$ cat config.mk
export PLATFORM = sky130hd
export DESIGN_NAME = pli_port_led
export DESIGN_NICKNAME = d
export VERILOG_FILES = /design/src/hw/pli_blink_timer.v /design/src/hw/pli_port_led.v
export VERILOG_INCLUDE_DIRS = /design/src /design/src/hw
export SDC_FILE = /design/constraint.sdc
export NUM_CORES = 1
export LEC_CHECK = 0
export CAP_MARGIN = 25
export CORE_ASPECT_RATIO = 0.9
export CORE_MARGIN = 4
export CORE_UTILIZATION = 52
export DETAILED_ROUTE_END_ITERATION = 7
export DONT_BUFFER_PORTS = 1
export PLACE_DENSITY = 0.75
export SLEW_MARGIN = 20
export SYNTH_ARGS = -nofsm -noshare
export SYNTH_HDL_FRONTEND = slang
export SYNTH_SLANG_ARGS = --single-unit
$ cat constraint.sdc
create_clock -name clk -period 2.6 [get_ports clk]
set_clock_uncertainty 0.15 [all_clocks]
set_input_delay 0.26 -clock clk [delete_from_list [all_inputs] [get_ports clk]]
set_output_delay 0.26 -clock clk [all_outputs]
set_load 0.005 [all_outputs]
$ cat src/hw/pli_regs.vh
// Constants for the per-port LED identification controller
`ifndef PLI_REGS_VH
`define PLI_REGS_VH

// Identify blink select values
`define PLI_BLINK_OFF      1'b0
`define PLI_BLINK_ON       1'b1

// Signed status codes
`define PLI_STATUS_W       8
`define PLI_STATUS_OK      8'h00
`define PLI_STATUS_WARN    8'h01
`define PLI_STATUS_ERR     8'hFF

// Blink timing: about three blinks a second, half period in ns
`define PLI_CLK_PERIOD_NS  8
`define PLI_BLINK_HALF_NS  166666667
`define PLI_BLINK_HALF_CYC (`PLI_BLINK_HALF_NS / `PLI_CLK_PERIOD_NS)

// Session counter width and reset value
`define PLI_SESS_W         8
`define PLI_SESS_RST       8'h00

`endif

$ cat src/hw/pli_blink_timer.v
// Run-gated toggle generator for the identification blink
`timescale 1ns/1ps
`default_nettype none
`include "pli_regs.vh"

module pli_blink_timer #(
    parameter HALF_CYC = `PLI_BLINK_HALF_CYC,
    parameter CNT_W    = 25
) (
    // Clock and reset
    input  wire clk,
    input  wire srst,
    // Control
    input  wire run,
    // Blink phase
    output reg  phase_ff
);

    reg [CNT_W-1:0] cnt_ff;

    // Restarts from lit when idle so every blink run begins the same way
    always @(posedge clk) begin
        if (srst || !run) begin
            cnt_ff   <= {CNT_W{1'b0}};
            phase_ff <= 1'b1;
        end else if (cnt_ff == HALF_CYC[CNT_W-1:0] - 1'b1) begin
            cnt_ff   <= {CNT_W{1'b0}};
            phase_ff <= ~phase_ff;
        end else begin
            cnt_ff   <= cnt_ff + 1'b1;
        end
    end

endmodule // pli_blink_timer
`default_nettype wire

$ cat src/hw/pli_port_led.v
// Per-port LED controller: identification blinking and in-use ownership
// Summary of operation
// - Identify off stops blinking, LEDs dark
// - Identify on toggles both port LEDs together
// - Blinking runs on until disabled
// - Green only, about three blinks per second
// - Two LEDs for each physical port
// - Identify rejected with error while sessions open
// - Session open enters in-use, cancels blinking
// - In-use holds while any session remains
// - Closing last session halts communication
// - Every command returns signed status code
`timescale 1ns/1ps
`default_nettype none
`include "pli_regs.vh"

module pli_port_led #(
    parameter HALF_CYC = `PLI_BLINK_HALF_CYC,
    parameter SESS_W   = `PLI_SESS_W
) (
    // Clock and reset
    input  wire                     clk,
    input  wire                     srst,
    // Identify command
    input  wire                     port_identify_command,
    input  wire                     identify_blink_sel,
    // Session commands
    input  wire                     session_open_command,
    input  wire                     session_close_command,
    // In-use LED pattern from the session logic
    input  wire [1:0]               inuse_green,
    input  wire [1:0]               inuse_red,
    // Command answer
    output reg                      status_valid_ff,
    output reg  [`PLI_STATUS_W-1:0] status_code_ff,
    // Port LEDs, index 0 is the lower numbered LED of the port
    output reg  [1:0]               led_green_ff,
    output reg  [1:0]               led_red_ff,
    // State indications
    output reg                      in_use_ff,
    output reg                      communication_halt_command_ff
);

    // =====================================================
    // State
    // =====================================================
    localparam [1:0] ST_IDENT = 2'b01;
    localparam [1:0] ST_INUSE = 2'b10;

    reg [1:0]        state_ff;
    reg [1:0]        nxt_state;
    reg              blink_en_ff;
    reg              nxt_blink_en;
    reg [SESS_W-1:0] sess_cnt_ff;
    reg [SESS_W-1:0] nxt_sess_cnt;
    reg              nxt_status_valid;
    reg [`PLI_STATUS_W-1:0] nxt_status_code;
    reg              nxt_halt;
    wire             phase;
    wire             sess_full;
    wire             sess_last;
    wire             sess_none;

    // =====================================================
    // Session count limits
    // =====================================================
    assign sess_full = &sess_cnt_ff;
    assign sess_last = (sess_cnt_ff == {{(SESS_W-1){1'b0}}, 1'b1});
    assign sess_none = (sess_cnt_ff == {SESS_W{1'b0}});

    // =====================================================
    // Blink timebase
    // =====================================================
    pli_blink_timer #(
        .HALF_CYC (HALF_CYC)
    ) u_timer (
        .clk      (clk),
        .srst     (srst),
        .run      (blink_en_ff),
        .phase_ff (phase)
    );

    // =====================================================
    // Command handling
    // =====================================================
    // Priority in one cycle: open, then close, then identify
    always @* begin
        nxt_state        = state_ff;
        nxt_blink_en     = blink_en_ff;
        nxt_sess_cnt     = sess_cnt_ff;
        nxt_status_valid = 1'b0;
        nxt_status_code  = `PLI_STATUS_OK;
        nxt_halt         = 1'b0;
        if (session_open_command) begin
            nxt_status_valid = 1'b1;
            if (sess_full) begin
                // Counter full: refuse rather than wrap and lose sessions
                nxt_status_code = `PLI_STATUS_ERR;
            end else begin
                nxt_sess_cnt = sess_cnt_ff + 1'b1;
                nxt_state    = ST_INUSE;
                nxt_blink_en = 1'b0;
            end
        end else if (session_close_command) begin
            nxt_status_valid = 1'b1;
            if (sess_none) begin
                nxt_status_code = `PLI_STATUS_WARN;
            end else begin
                nxt_sess_cnt = sess_cnt_ff - 1'b1;
                if (sess_last) begin
                    nxt_halt     = 1'b1;
                    nxt_state    = ST_IDENT;
                    nxt_blink_en = 1'b0;
                end else begin
                    nxt_state = ST_INUSE;
                end
            end
        end else if (port_identify_command) begin
            nxt_status_valid = 1'b1;
            case (state_ff)
                ST_IDENT: begin
                    // Held until the next identify command or session open
                    nxt_blink_en = (identify_blink_sel == `PLI_BLINK_ON);
                end
                default: begin
                    nxt_status_code = `PLI_STATUS_ERR;
                end
            endcase
        end
    end

    // =====================================================
    // Command state registers
    // =====================================================
    always @(posedge clk) begin
        if (srst) begin
            state_ff <= ST_IDENT;
        end else begin
            state_ff <= nxt_state;
        end
    end

    always @(posedge clk) begin
        if (srst) begin
            blink_en_ff <= 1'b0;
        end else begin
            blink_en_ff <= nxt_blink_en;
        end
    end

    // Count decides when the in-use state may end
    always @(posedge clk) begin
        if (srst) begin
            sess_cnt_ff <= `PLI_SESS_RST;
        end else begin
            sess_cnt_ff <= nxt_sess_cnt;
        end
    end

    // =====================================================
    // Answer and indications
    // =====================================================
    always @(posedge clk) begin
        if (srst) begin
            status_valid_ff <= 1'b0;
        end else begin
            status_valid_ff <= nxt_status_valid;
        end
    end

    // Code holds until the next answer
    always @(posedge clk) begin
        if (srst) begin
            status_code_ff <= `PLI_STATUS_OK;
        end else if (nxt_status_valid) begin
            status_code_ff <= nxt_status_code;
        end
    end

    always @(posedge clk) begin
        if (srst) begin
            communication_halt_command_ff <= 1'b0;
        end else begin
            communication_halt_command_ff <= nxt_halt;
        end
    end

    always @(posedge clk) begin
        if (srst) begin
            in_use_ff <= 1'b0;
        end else begin
            in_use_ff <= (state_ff == ST_INUSE);
        end
    end

    // =====================================================
    // LED drive
    // =====================================================
    // One cycle behind state so outputs stay registered
    always @(posedge clk) begin
        if (srst) begin
            led_green_ff <= 2'b00;
        end else if (state_ff == ST_INUSE) begin
            led_green_ff <= inuse_green;
        end else begin
            led_green_ff <= {2{blink_en_ff & phase}};
        end
    end

    // Red never lights while identifying
    always @(posedge clk) begin
        if (srst) begin
            led_red_ff <= 2'b00;
        end else if (state_ff == ST_INUSE) begin
            led_red_ff <= inuse_red;
        end else begin
            led_red_ff <= 2'b00;
        end
    end

endmodule // pli_port_led
`default_nettype wire

==> results.toml <==
[floorplan]
die_height_um = 70.11
core_area_um2 = 4101
ios = 25
die_w_um = 77.01
initial_core_util = 0.5433
die-area_um2 = 5398
num_rows = 22

[synth]
synth_top_area_share = 0.4133
ys_warn_count = 0
synth_edf_count = 0
synthDistinctLibCells = 46
yosys-top-cells-area = "dfxtp_1 41%, nor2_1 7.4%, xor2_1 6.7%"
ys_ff_latch = 46
synth_ff_type = "dfxtp_1"
synth_cells = 251
synth_seq_area_share = 0.4133
synth_area_leader_cell = "dfxtp_1"
synth_nets = 267
synth_area_um2 = 2228
async_flop_share = 0
avgSynthCellArea_um2 = 8.878

[sta]
relSlewSlack = 0.5709
finalHoldViolCount = 0
drv_slew = 0
final.period_utilization = 0.7728
min_period_ns = 2.009
setup_tns_ns = 0
rsz0062_at_grt = "no"
fmax_ghz = 0.4977
tightest_slew_ns = 0.6416
setup_viol = 0

[pwr]
power_density_nw_per_um2 = 818.3
ir_drop_uv = 378.3
p_leak_uw = 0.0008310

[cells_and_area]
layout.area.seq_um2 = 920.9
drive_above_1_share = 0.09055
n_antenna_cell = 0
nFillCells = 352
utilization = 0.5815
multiInputGateArea_um2 = 1155
area_delta_synth_final_pct = 7.019
nets = 269

[routing]
first_pass_iters = 4
wl_per_cell_um = 12.86
ant_nets = 0
first_iter_violations = 113
drc = 0
vias = 1619
routed_wl_mm = 3.884
viasPerCell = 5.361

[clock_tree]
clk_path_buf_depth = 2
ctsHoldBuffers = 8
tritoncts = "yes"
ctsResizeCount = 0
path_clk_slew_ns = 0.09
clock_latency_ns = 0.30
cts_root_buf = "clkbuf_8"
tritoncts.num_buffers = 5
clock-sinks = 46
h-tree-depth = 2
post-cts-setup-buffers = 0

[place]
port_buffers = 0
place_hpwl_mm = 2.581
place_congestion = 0.8126

[outcome]
outcome = "finished, final reports clean"

[setup_path]
crit_chain = "ha_1 -> and4_2 -> a31o_2 -> nor2_4 -> a21oi_1 -> a31o_2"
cpPeakStageDelay_ns = 0.39
r2r_slack_ns = 0.59
cp_data_required_time_ns = 2.65
critPathSlowestCell = "dfxtp_1"
startpoint_type = "register"
crit_type = "reg2reg"
arrival_ns = 2.06
crit_fanout = 9
cp-end-kind = "register"
rr_worst_depth = 6
cpMostUsedCell = "a31o_2"

[global_route]
track_usage = 0.1531
grt-ovfl-total = 0
grt_pass1_wl_mm = 6.810
grt_pass1_vias = 1470
grt_max_degree = 26
antenna_found_initial = 0

[hold_path]
min_path_type = "in2reg"
whs_path_depth = 3

[flow_run]
cap_violations = 0
-- layout make-up --
cell class | count | area share
Clock buffer | 5 | 0.02886
Clock inverter | 3 | 0.01836
Inverter | 13 | 0.02046
Multi-Input combinational cell | 178 | 0.4843
Sequential cell | 46 | 0.3861
Tap cell | 48 | 0.02518
Timing Repair Buffer | 9 | 0.03673
-- flip-flops by register name, indices dropped and copies added, names as in the netlist --
register	count
blink_en_ff	1
communication_halt_command_ff	1
in_use_ff	1
led_green_ff	2
led_red_ff	2
sess_cnt_ff	8
state_ff	2
status_code_ff	2
status_valid_ff	1
u_timer.cnt_ff	25
u_timer.phase_ff	1
-- Yosys cell counts (all sizes together), types with 3 or more instances --
cell and count:
nor4 6, a21oi 5, a31o 3, a31oi 3, and4 4, ha 6
nand4 8, nand2 11, nor3 8, and2 3, buf 12, nor2 46
xnor2 13, nand2b 4, inv 13, xor2 17, and3 4, nand3 19
dfxtp 46
-- kinds of logic after synthesis --
group / synth area share
AOI/OAI and AO/OA: 0.07580
buffers and inverters: 0.06849
xor gates and xnor gates: 0.1179
and+or+nand+nor: 0.2864
muxes: 0.004492
DFF: 0.4132
adders and majority gates: 0.03369
-- metal layers --
layer / GRT usage / part of all wire
met1: 0.2228 / 0.54
met2: 0.2195 / 0.41
met3: 0.04381 / 0.048
met4: 0.04150 / 0.0098
met5: 0 / 0
-- metrics by stage --
step	cell area (µm²)	total power, µW	hold slack (ns)	instances	setup WS, ns
final	2385	1952	0.01258	302	0.5908
after global routing	2385	2090	0.008924	302	0.4288
after CTS	2385	1967	0.004899	302	0.5928
after detailed placement	2192	1419	0.1823	286	0.6160
after global placement	2192	1415	0.1838	286	0.6204
after floorplan	2228	1357	0.2193	251	0.7733
-- final timing paths --
path | startpoint | end
max | sess_cnt_ff[0] | sess_cnt_ff[7]
min | session_open_command | sess_cnt_ff[1]
max reg2reg | sess_cnt_ff[0] | sess_cnt_ff[7]
min reg2reg | state_ff[1] | state_ff[1]
-- layout by cell type (no fill, tap or decap), types with 5 or more instances in the layout --
cell type and instances:
inv_1 13, a21oi_1 5, nor2_1 44, nand4_1 8
nor3_1 8, dlygate4sd3_1 8, xor2_1 17, dfxtp_1 46
nand2_1 11, ha_1 6, nand3_1 19, clkbuf_8 5
xnor2_1 13
-- worst max-delay path, delay by kind of cell (launching register included) --
family / cells / cell delay, ns
compound gates: 3 / 0.63
simple gates: 2 / 0.51
fa+ha+maj: 1 / 0.24
flops: 1 / 0.39
-- power by group --
group	switching [µW]	total [µW]	internal [µW]
logic	266	524	258
registers	110	899	789
clock network	241	529	288
total	617	1950	1330
Note: power is estimated with default switching activity, not from simulation.
